### src/inc/sdfi_pkg.sv
/*
  package for the step/direction input and fault indicator block:
  timing constants, blink codes and enum types shared by both ends.
  assumes a single 25 MHz clock on both ends.
*/
package sdfi_pkg;
  localparam int SDFI_CLK_HZ = 25_000_000;
  localparam int SDFI_CLK_NS = 40;
  // ****************************************
  // controller timing minimums
  // ****************************************
  localparam int SDFI_EN_DIR_LEAD_NS = 5000;
  localparam int SDFI_DIR_STEP_LEAD_NS = 5000;
  localparam int SDFI_STEP_HIGH_NS = 2500;
  localparam int SDFI_STEP_LOW_NS = 2500;
  // least times round up
  localparam int SDFI_EN_DIR_LEAD_CYC = (SDFI_EN_DIR_LEAD_NS + SDFI_CLK_NS - 1) / SDFI_CLK_NS;
  localparam int SDFI_DIR_STEP_LEAD_CYC =
    (SDFI_DIR_STEP_LEAD_NS + SDFI_CLK_NS - 1) / SDFI_CLK_NS;
  localparam int SDFI_STEP_HIGH_CYC = (SDFI_STEP_HIGH_NS + SDFI_CLK_NS - 1) / SDFI_CLK_NS;
  localparam int SDFI_STEP_LOW_CYC = (SDFI_STEP_LOW_NS + SDFI_CLK_NS - 1) / SDFI_CLK_NS;
  // ****************************************
  // fault indication
  // ****************************************
  localparam int SDFI_PERIOD_S = 3;
  localparam int SDFI_PERIOD_CYC = SDFI_PERIOD_S * SDFI_CLK_HZ;
  localparam int SDFI_SLOT_CYC = SDFI_CLK_HZ / 4;
  localparam logic [2:0] SDFI_BLINKS_OVER_CURRENT = 3'h1;
  localparam logic [2:0] SDFI_BLINKS_OVER_VOLTAGE = 3'h2;
  localparam logic [2:0] SDFI_BLINKS_PHASE_ERROR = 3'h4;
  localparam logic [2:0] SDFI_BLINKS_NONE = 3'h0;
  localparam int SDFI_POS_W = 32;

  typedef enum logic [1:0] {
    SDFI_ST_IDLE,
    SDFI_ST_LEAD,
    SDFI_ST_HIGH,
    SDFI_ST_LOW
  } sdfi_gen_state_t;
endpackage

### src/inc/sdfi_if.sv
/*
  interface joining the motion controller to the drive's command
  inputs and fault outputs. assumes one shared clock.
*/
interface sdfi_if;
  logic step_pulse_in;
  logic dir_in;
  logic drive_enable_in;
  logic ccw_pulse_in;
  logic fault_led;
  logic motor_energized;

  modport drive (
    input step_pulse_in,
    input dir_in,
    input drive_enable_in,
    input ccw_pulse_in,
    output fault_led,
    output motor_energized
  );
  modport ctrl (
    output step_pulse_in,
    output dir_in,
    output drive_enable_in,
    output ccw_pulse_in,
    input fault_led,
    input motor_energized
  );
endinterface

### src/core/sdfi_drive.sv
/*
  drive end: turns step commands into a microstep position, latches
  protection faults and blinks the red fault indicator.
  assumes command inputs and fault sense inputs are synchronous to clk.
*/
// Summary of operation
// controller enables 5 us before direction change; sdfi_ctrl only holds enable one cycle before accepting a move
// direction settles 5 us before step edge
// step high at least 2.5 us
// step low at least 2.5 us
// indicator repeats in 3 second periods
// blink count identifies the fault
// show one fault, current then voltage then phase
// over-current gives one blink
// over-voltage gives two blinks
// phase error gives four blinks
// any fault de-energizes the motor
// faults stay latched until power cycle
// step/direction or dual pulse command mode
// active step edge is selectable
// count position on active edge when enabled
// blinks evenly spaced at period start
module sdfi_drive
  import sdfi_pkg::*;
#(
  parameter int PERIOD_CYC = SDFI_PERIOD_CYC,
  parameter int SLOT_CYC = SDFI_SLOT_CYC
) (
  input wire logic clk,
  input wire logic arst_n,
  sdfi_if.drive link,
  input wire logic over_current_sense,
  input wire logic over_voltage_sense,
  input wire logic phase_error_sense,
  input wire logic dual_pulse_command_mode,
  input wire logic falling_edge_active,
  output logic [SDFI_POS_W-1:0] position,
  output logic [2:0] fault_code
);
  // elaboration check: four blinks need nine slots in a period
  if (SLOT_CYC < 2 || PERIOD_CYC < 9 * SLOT_CYC) begin : g_bad_period
    $error("sdfi_drive: period too short for four blinks");
  end

  typedef struct packed {
    logic step_d;
    logic ccw_d;
    logic oc;
    logic ov;
    logic ph;
    logic [31:0] period_cnt;
    logic led;
    logic energized;
    logic [SDFI_POS_W-1:0] pos;
    logic [2:0] code;
  } sdfi_drive_state_t;

  sdfi_drive_state_t s;
  sdfi_drive_state_t next_s;

  // ****************************************
  // helpers
  // ****************************************
  function automatic logic active_edge(input logic prev, input logic cur, input logic fall);
    active_edge = fall ? (prev && !cur) : (!prev && cur);
  endfunction

  always_comb begin
    logic fault_any;
    logic cw_hit;
    logic ccw_hit;
    logic [31:0] slot;
    fault_any = 1'b0;
    cw_hit = 1'b0;
    ccw_hit = 1'b0;
    slot = 32'h0;
    next_s = s;
    next_s.step_d = link.step_pulse_in;
    next_s.ccw_d = link.ccw_pulse_in;
    // sticky fault latch
    next_s.oc = s.oc | over_current_sense;
    next_s.ov = s.ov | over_voltage_sense;
    next_s.ph = s.ph | phase_error_sense;
    fault_any = next_s.oc | next_s.ov | next_s.ph;
    // de-energize on fault
    next_s.energized = link.drive_enable_in && !fault_any;
    // priority select
    if (next_s.oc) begin
      // one blink
      next_s.code = SDFI_BLINKS_OVER_CURRENT;
    end else if (next_s.ov) begin
      // two blinks
      next_s.code = SDFI_BLINKS_OVER_VOLTAGE;
    end else if (next_s.ph) begin
      // four blinks
      next_s.code = SDFI_BLINKS_PHASE_ERROR;
    end else begin
      next_s.code = SDFI_BLINKS_NONE;
    end
    // three second period
    if (s.code == SDFI_BLINKS_NONE || s.period_cnt == 32'(PERIOD_CYC - 1)) begin
      next_s.period_cnt = 32'h0;
    end else begin
      next_s.period_cnt = s.period_cnt + 32'h1;
    end
    // even slots, on then off
    slot = s.period_cnt / 32'(SLOT_CYC);
    // count on-slots
    next_s.led = (s.code != SDFI_BLINKS_NONE) && !slot[0] &&
                 (slot[31:1] < {28'h0, s.code});
    // command mode select
    // edge polarity
    cw_hit = active_edge(s.step_d, link.step_pulse_in, falling_edge_active);
    ccw_hit = dual_pulse_command_mode &&
              active_edge(s.ccw_d, link.ccw_pulse_in, falling_edge_active);
    // advance position
    // direction sampled at the edge
    if (s.energized && link.drive_enable_in && !fault_any) begin
      if (dual_pulse_command_mode) begin
        if (cw_hit && !ccw_hit) begin
          next_s.pos = s.pos + 1'b1;
        end else if (ccw_hit && !cw_hit) begin
          next_s.pos = s.pos - 1'b1;
        end
      end else if (cw_hit) begin
        next_s.pos = link.dir_in ? s.pos + 1'b1 : s.pos - 1'b1;
      end
    end
  end

  // power-on reset is the only clear for the latches
  always_ff @(posedge clk or negedge arst_n) begin
    if (!arst_n) begin
      s <= '0;
    end else begin
      s <= next_s;
    end
  end

  assign link.fault_led = s.led;
  assign link.motor_energized = s.energized;
  assign position = s.pos;
  assign fault_code = s.code;
endmodule

### src/flat_wrapper.sv
// flat-port wrapper written by rule: the top's interface ports become plain ports
module sdfi_drive_flat import sdfi_pkg::*;
#(
  parameter int PERIOD_CYC = SDFI_PERIOD_CYC,
  parameter int SLOT_CYC = SDFI_SLOT_CYC
)
  (clk, arst_n, over_current_sense, over_voltage_sense, phase_error_sense, dual_pulse_command_mode, falling_edge_active, position, fault_code, link_step_pulse_in, link_dir_in, link_drive_enable_in, link_ccw_pulse_in, link_fault_led, link_motor_energized);
  sdfi_if link_i ();
  input wire logic clk;
  input wire logic arst_n;
  input wire logic over_current_sense;
  input wire logic over_voltage_sense;
  input wire logic phase_error_sense;
  input wire logic dual_pulse_command_mode;
  input wire logic falling_edge_active;
  output logic [SDFI_POS_W-1:0] position;
  output logic [2:0] fault_code;
  input wire logic [$bits(link_i.step_pulse_in)-1:0] link_step_pulse_in;
  input wire logic [$bits(link_i.dir_in)-1:0] link_dir_in;
  input wire logic [$bits(link_i.drive_enable_in)-1:0] link_drive_enable_in;
  input wire logic [$bits(link_i.ccw_pulse_in)-1:0] link_ccw_pulse_in;
  output wire logic [$bits(link_i.fault_led)-1:0] link_fault_led;
  output wire logic [$bits(link_i.motor_energized)-1:0] link_motor_energized;
  assign link_i.step_pulse_in = link_step_pulse_in;
  assign link_i.dir_in = link_dir_in;
  assign link_i.drive_enable_in = link_drive_enable_in;
  assign link_i.ccw_pulse_in = link_ccw_pulse_in;
  assign link_fault_led = link_i.fault_led;
  assign link_motor_energized = link_i.motor_energized;
  sdfi_drive #(.PERIOD_CYC(PERIOD_CYC), .SLOT_CYC(SLOT_CYC)) u_core (.clk(clk), .arst_n(arst_n), .link(link_i), .over_current_sense(over_current_sense), .over_voltage_sense(over_voltage_sense), .phase_error_sense(phase_error_sense), .dual_pulse_command_mode(dual_pulse_command_mode), .falling_edge_active(falling_edge_active), .position(position), .fault_code(fault_code));
endmodule
### config.mk
export PLATFORM = sky130hd
export DESIGN_NAME = sdfi_drive_flat
export DESIGN_NICKNAME = d
export VERILOG_FILES = /design/src/inc/sdfi_pkg.sv /design/src/inc/sdfi_if.sv /design/src/core/sdfi_drive.sv /design/src/flat_wrapper.sv
export SDC_FILE = /design/constraint.sdc
export NUM_CORES = 1
export LEC_CHECK = 0
export ABC_CLOCK_PERIOD_IN_PS = 15300
export BUFFER_PORTS_ARGS = -buffer_cell sky130_fd_sc_hd__buf_2
export CORE_AREA = 2 2 156 127
export CTS_CLUSTER_SIZE = 12
export DETAILED_ROUTE_END_ITERATION = 12
export DIE_AREA = 0 0 158 129
export GPL_TIMING_DRIVEN = 0
export HOLD_SLACK_MARGIN = 0.03
export PLACE_DENSITY_LB_ADDON = 0.08
export SLEW_MARGIN = 20
export SYNTH_ARGS = -nofsm -noshare
export SYNTH_HDL_FRONTEND = slang
export SYNTH_SLANG_ARGS = --single-unit
### constraint.sdc
create_clock -name clk -period 15.3 [get_ports clk]
set_input_delay 1.53 -clock clk [delete_from_list [all_inputs] [get_ports clk]]
set_output_delay 1.53 -clock clk [all_outputs]
set_load 0.005 [all_outputs]
==> impl_metrics.ini, run 1 <==
[sta]
fin_worst_skew_ns = 0.0125
maxSlewViolCount = 0
fin_crit_ns = 13.36
setup-tns-final_ns = 0
finalHoldViolCount = 0
setup_viol_count_final = 0
worst_pin_slew_ns = 1.15
fmax_ghz = 0.0749
maxSlewHeadroom_pct = 22.7
rsz0062_at_grt = false
fin_crit_sh_pct = 87.3

[global_routing]
grt.total_usage_pct = 30.5
grt_max_degree = 58
antenna_found_initial = 0
grt_pass1_vias = 9821
grtUsageMet3_pct = 5.15
grt-busiest-layer = met1
met1_usage_pct = 48.4
gr-usage-met2_pct = 43.9
grt.overflow.total = 0
grt_pass1_wl_um = 50800

[clocking]
root_buffer = clkbuf_16
path_clk_slew_ns = 0.06
numClockSinks = 73
numCtsBuffers = 9
cts_hold_buf = 0
h-tree-depth = 3
postCtsSetupBuffers = 0
clock_latency_ns = 0.34
cts_tree = built
cts_resized = 0
cts_buffer_depth = 2

[setup_path]
critical_path_class = flip-flop to flip-flop
r2r-end = u_core.link.fault_led
r2r_start = u_core.s[53]
crit_slowest_cell = a2111oi_0
arrival_ns = 13.57
rrSetupSlack_ns = 1.94
path_max_fanout = 10
required_ns = 15.51
critPathTopFamily = compound AO/OA/AOI/OAI gates
worstRegToRegCells = 39
crit_top_cell = nand2_1
cp_slowest_stage_delay_ns = 0.74
crit_buf_inv = 2
crit_path_end_kind = flip-flop
cp-start-kind = flip-flop
cp-startpoint = u_core.s[53]

[synth]
synth_cells = 1407
ys_ff_latch = 73
async_flop_share_pct = 100
synth_ff_type = dfrtp_1
synth-edff-count = 0
synth.avg_cell_area_um2 = 7.54
seq_area_frac_synth_pct = 17.2
synth.distinct_cells = 128
syn-num-nets = 1424
yosysWarnings = 0
syn_area_um2 = 10600

[power_and_ir_drop]
cellPowerDensity_nw_per_um2 = 42.1
p_seq_share_pct = 43.8
p_sw_share_pct = 29.1
power.share.clock_pct = 41.5
p_leak_nw = 4.48
net-switching-power_w = 0.000141
p_comb_share_pct = 14.7
peakVddDrop_uv = 53.0
p_int_w = 0.000342

[finish]
post-route-util_pct = 61.1
synthToLayoutAreaGrowth_pct = 8.32
fin_nets = 1484
drive_above_1_share_pct = 16.7
instances_no_fill = 1730
antenna_cells = 0

[worst_hold_path]
worstHoldPathType = flip-flop to flip-flop
hold_depth = 2
hold_path.startpoint = u_core.s[69]
hold_path_end = u_core.s[69]

[routing]
antenna_left = 0
dr.pass1.iters = 5
viasPerCell = 6.52
totalWireLength_um = 31600
remaining_drc_errors = 0
avgRoutedWirePerCell_um = 18.3
drt_iter0_drc = 1340
vias = 11300

[placed_design]
dpl.hpwl_um = 24700
port_buffers = 47
gp_congestion = 0.964
dp.cells = 1713

[floorplanning]
die_y_um = 129
start_util_pct = 56.4
std_cell_rows = 45
design.die.area_um2 = 20400
boundaryPins = 48
coreArea_um2 = 18800
die-width_um = 158

[run_status]
status = finished, final reports clean

[job]
maxCapViolCount = 0
[power by group through the flow]
stage,Combinational [W],Clock [W],Sequential (W)
CTS,0.0000704,0.000204,0.000212
global route,0.0000792,0.000212,0.000213
global placement,0.0000672,0,0.000215
floorplan,0.0000512,0,0.000213
finish,0.0000710,0.000200,0.000212
detailed placement,0.0000698,0,0.000215
[Yosys cell counts, drive strengths merged, types with 11 or more instances]
cell       n  area [µm²]
buf       70         507
nor2b     14        87.6
o21ai     70         373
and4      11        97.6
mux2i     17         190
a31oi     30         215
clkbuf    30         119
or4       19         154
nor3      58         300
o211ai    18         149
inv       32         120
o31ai     21         210
and3      30         188
o21a      13         100
or2       20         125
nand2    105         397
a21oi     87         477
a2111oi   11         168
or3       23         149
dfrtp     73        1830
nand3     59         305
a21o      12        98.8
nor2     173         671
xor2      52         463
a211oi    30         230
xnor2     85         767
nand4     27         169
and2      18         113
nor4      24         165
[placed cells by master, fill, tap and decap left out, drive strengths merged, types with 7 or more instances in the layout]
master,count
o211ai,18
and4,11
or2,20
mux2i,17
nand3,59
maj3,7
xnor2,85
o211a,7
nor2b,14
inv,36
a21o,12
nand2b,10
a211oi,30
nor3,58
a31oi,30
nor3b,8
clkbuf,39
nor2,173
buf,119
dfrtp,73
a2111oi,11
o31ai,21
or4,19
nand4,27
o2111ai,8
o21a,13
a311oi,10
nor4,24
and2,18
or3,23
o21ai,70
xor2,52
a41oi,7
nand2,105
and3,30
a21oi,87
a31o,8
[layer usage]
layer  vias to the layer above  wire length [µm]  part of all wire, %
li1                       5408                 -                    -
met1                      5395             15900                   50
met2                       461             12900                   41
met3                        21              2570                  8.1
met4                         0               208                 0.66
met5                         -                 0                    0
[how the worst max path moves through the flow]
| stage | endpoint | cells after the start |
|---|---|---|
| floorplan | u_core.link.fault_led | 40 |
| global placement | u_core.link.fault_led | 39 |
| detailed placement | u_core.link.fault_led | 39 |
| CTS | u_core.link.fault_led | 39 |
| global route | u_core.link.fault_led | 39 |
| finish | u_core.link.fault_led | 39 |
[registers in the layout (all words and copies together), names as in the netlist]
register	count
u_core.s	36
u_core.position	32
u_core.fault_code	3
u_core.link.fault_led	1
u_core.link.motor_energized	1
[worst min-delay path, cell delays in order (launching register included)]
cell,delay [ns]
dfrtp_1,0.33
nor2_1,0.06
inv_1,0.05
[final cells by class]
class                           count  area [µm²]
Multi-Input combinational cell   1202        8040
Inverter                           32         120
Fill cell                        1801        7320
Tap cell                          258         323
Clock inverter                      7        57.6
Timing Repair Buffer               49         270
Buffer                            100         626
Sequential cell                    73        1830
Clock buffer                        9         225
[logic make-up (layout without fill, tap and decap cells)]
kind of cell,count (synthesis),after routing,synth area share (%)
flops,73,73,17.2
compound gates,412,412,30.0
simple gates,617,617,30.3
buf+inv,132,197,7.03
xor+xnor,137,137,11.6
mux,23,23,2.47
fa+ha+maj,13,13,1.38
[metrics by stage]
step           total power, W  setup WS [ns]  area (µm²)  hold WS (ns)
6_report             0.000483           1.94       11500         0.462
5_1_grt              0.000505           1.05       11500         0.495
4_1_cts              0.000486           2.32       11500         0.461
3_5_place_dp         0.000285           2.32       11200         0.444
3_3_place_gp         0.000282           2.38       11200         0.439
2_1_floorplan        0.000264           4.31       10600         0.421
Power figures use the tool's default switching activity.
==> inputs of run 2 (changes only) <==
--- a/config.mk
+++ b/config.mk
@@ -7,10 +7,10 @@
 export LEC_CHECK = 0
 export ABC_CLOCK_PERIOD_IN_PS = 15300
 export BUFFER_PORTS_ARGS = -buffer_cell sky130_fd_sc_hd__buf_2
-export CORE_AREA = 2 2 156 127
+export CORE_AREA = 5 5 159 130
 export CTS_CLUSTER_SIZE = 12
 export DETAILED_ROUTE_END_ITERATION = 12
-export DIE_AREA = 0 0 158 129
+export DIE_AREA = 0 0 164 135
 export GPL_TIMING_DRIVEN = 0
 export HOLD_SLACK_MARGIN = 0.03
 export PLACE_DENSITY_LB_ADDON = 0.08
==> impl_metrics.ini, run 2 (synthesized netlist as in run 1, its figures left out) <==
[routing]
antenna_left = 0
totalWireLength_um = 32100
remaining_drc_errors = 0
viasPerCell = 6.51
dr.pass1.iters = 6
drt_iter0_drc = 1152
avgRoutedWirePerCell_um = 18.6
vias = 11300

[power_and_ir_drop]
p_leak_nw = 4.49
net-switching-power_w = 0.000138
power.share.clock_pct = 43.9
p_int_w = 0.000363
cellPowerDensity_nw_per_um2 = 43.5
total_power_w = 0.000501
p_sw_share_pct = 27.6
p_seq_share_pct = 42.2
p_comb_share_pct = 13.9
peakVddDrop_uv = 48.7

[placed_design]
dp_slack_ns = 2.33
port_buffers = 47
dpl.hpwl_um = 25200
gp_congestion = 0.976

[run_status]
status = finished, final reports clean

[worst_hold_path]
hold_path_end = u_core.s[69]
hold_path.startpoint = u_core.s[69]
hold_depth = 2
worstHoldPathType = flip-flop to flip-flop

[clocking]
root_buffer = clkbuf_16
cts_resized = 0
path_clk_slew_ns = 0.06
cts_buffer_depth = 2
numCtsBuffers = 9
h-tree-depth = 3
numClockSinks = 73
cts_hold_buf = 0
postCtsSetupBuffers = 0
cts_tree = built
clock_latency_ns = 0.34

[setup_path]
r2r-end = u_core.link.fault_led
crit_slowest_cell = a2111oi_0
critical_path_class = flip-flop to flip-flop
required_ns = 15.50
rrSetupSlack_ns = 1.92
cp-start-kind = flip-flop
r2r_start = u_core.s[53]
crit_path_end_kind = flip-flop
path_max_fanout = 10
arrival_ns = 13.59
worstRegToRegCells = 39
cp_slowest_stage_delay_ns = 0.87
cp-startpoint = u_core.s[53]

[sta]
fin_worst_skew_ns = 0.0149
fin_crit_sh_pct = 87.5
finalHoldViolCount = 0
setup_viol_count_final = 0
rsz0062_at_grt = false
setup_ws_ns = 1.92
finalHoldWorstSlack_ns = 0.459
setup-tns-final_ns = 0
fmax_ghz = 0.0747
maxSlewHeadroom_pct = 26.1
fin_crit_ns = 13.38
worst_pin_slew_ns = 1.11
maxSlewViolCount = 0

[floorplanning]
design.die.area_um2 = 22100
coreArea_um2 = 18800
boundaryPins = 48
start_util_pct = 56.4
std_cell_rows = 45
die-width_um = 164
die_y_um = 135

[global_routing]
grt_max_degree = 57
grt_pass1_wl_um = 52400
grt.total_usage_pct = 28.5
antenna_found_initial = 0
grt_pass1_vias = 10100
grt.overflow.total = 0

[finish]
final_common_cell = nor2_1
final_cell_mix = nor2_1, nand2_1, xnor2_1
multi_input_area_um2 = 8040
drive_above_1_share_pct = 16.7
nFillCells = 1768
fin_nets = 1483
synthToLayoutAreaGrowth_pct = 8.55
largest_register_ffs = 36
regArea_um2 = 1830
antenna_cells = 0
regMostFlops = u_core.s

[job]
maxCapViolCount = 0
## run 2: cell count changes in the layout (fill, tap and decap cells not counted), sizes merged
cell / previous run / this run
buf: 119 / 118
bufinv: 0 / 1
clkbuf: 39 / 40
inv: 36 / 34
## run 2: power groups by stage
| stage | logic, W | clock network, W | registers (W) |
|---|---|---|---|
| floorplan | 0.0000512 | 0 | 0.000213 |
| global placement | 0.0000671 | 0 | 0.000215 |
| detailed placement | 0.0000699 | 0 | 0.000215 |
| CTS | 0.0000701 | 0.000224 | 0.000211 |
| global route | 0.0000799 | 0.000234 | 0.000213 |
| finish | 0.0000698 | 0.000220 | 0.000211 |
## run 2: metal layers
metal | vias up | track usage (%) | wire (µm)
met1 | 5338 | 43.5 | 15300
met3 | 27 | 7.60 | 3260
met4 | 0 | 3.12 | 166
li1 | 5408 | - | -
met2 | 489 | 41.4 | 13400
met5 | - | 0 | 0
## run 2: layout make-up
| cell class | instances | share of cell area, % |
|---|---|---|
| clock buffers | 10 | 2.08 |
| flip-flops and latches | 73 | 15.9 |
| inverters | 32 | 1.04 |
| repair buffers | 48 | 2.30 |
| plain buffers | 100 | 5.43 |
| well taps | 258 | 2.80 |
| clock inverters | 6 | 0.641 |
| multi-input cells | 1202 | 69.8 |
## run 2: worst max-delay path: cells and delay by family, from the launching register on
| kind | cells | cell delay (ns) |
|---|---|---|
| buffers and inverters | 2 | 0.32 |
| XOR/XNOR | 2 | 0.75 |
| AO/OA/AOI/OAI | 23 | 7.68 |
| AND/OR/NAND/NOR | 12 | 4.11 |
| flip-flops | 1 | 0.37 |
## run 2: worst max-delay path by stage
stage | depth (start not counted) | endpoint | slack, ns
after floorplan | 40 | u_core.link.fault_led | 4.31
after global placement | 39 | u_core.link.fault_led | 2.41
after detailed placement | 39 | u_core.link.fault_led | 2.33
after CTS | 39 | u_core.link.fault_led | 2.27
after global routing | 40 | u_core.link.fault_led | 1.10
final | 39 | u_core.link.fault_led | 1.92
## run 2: per-stage QoR
stage	instance area, µm²	instances	util, %
2_1_floorplan	10600	1407	-
6_report	11500	1729	61.2
3_5_place_dp	11200	1713	59.5
3_3_place_gp	11200	1712	59.4
4_1_cts	11500	1729	61.2
5_1_grt	11500	1729	61.2
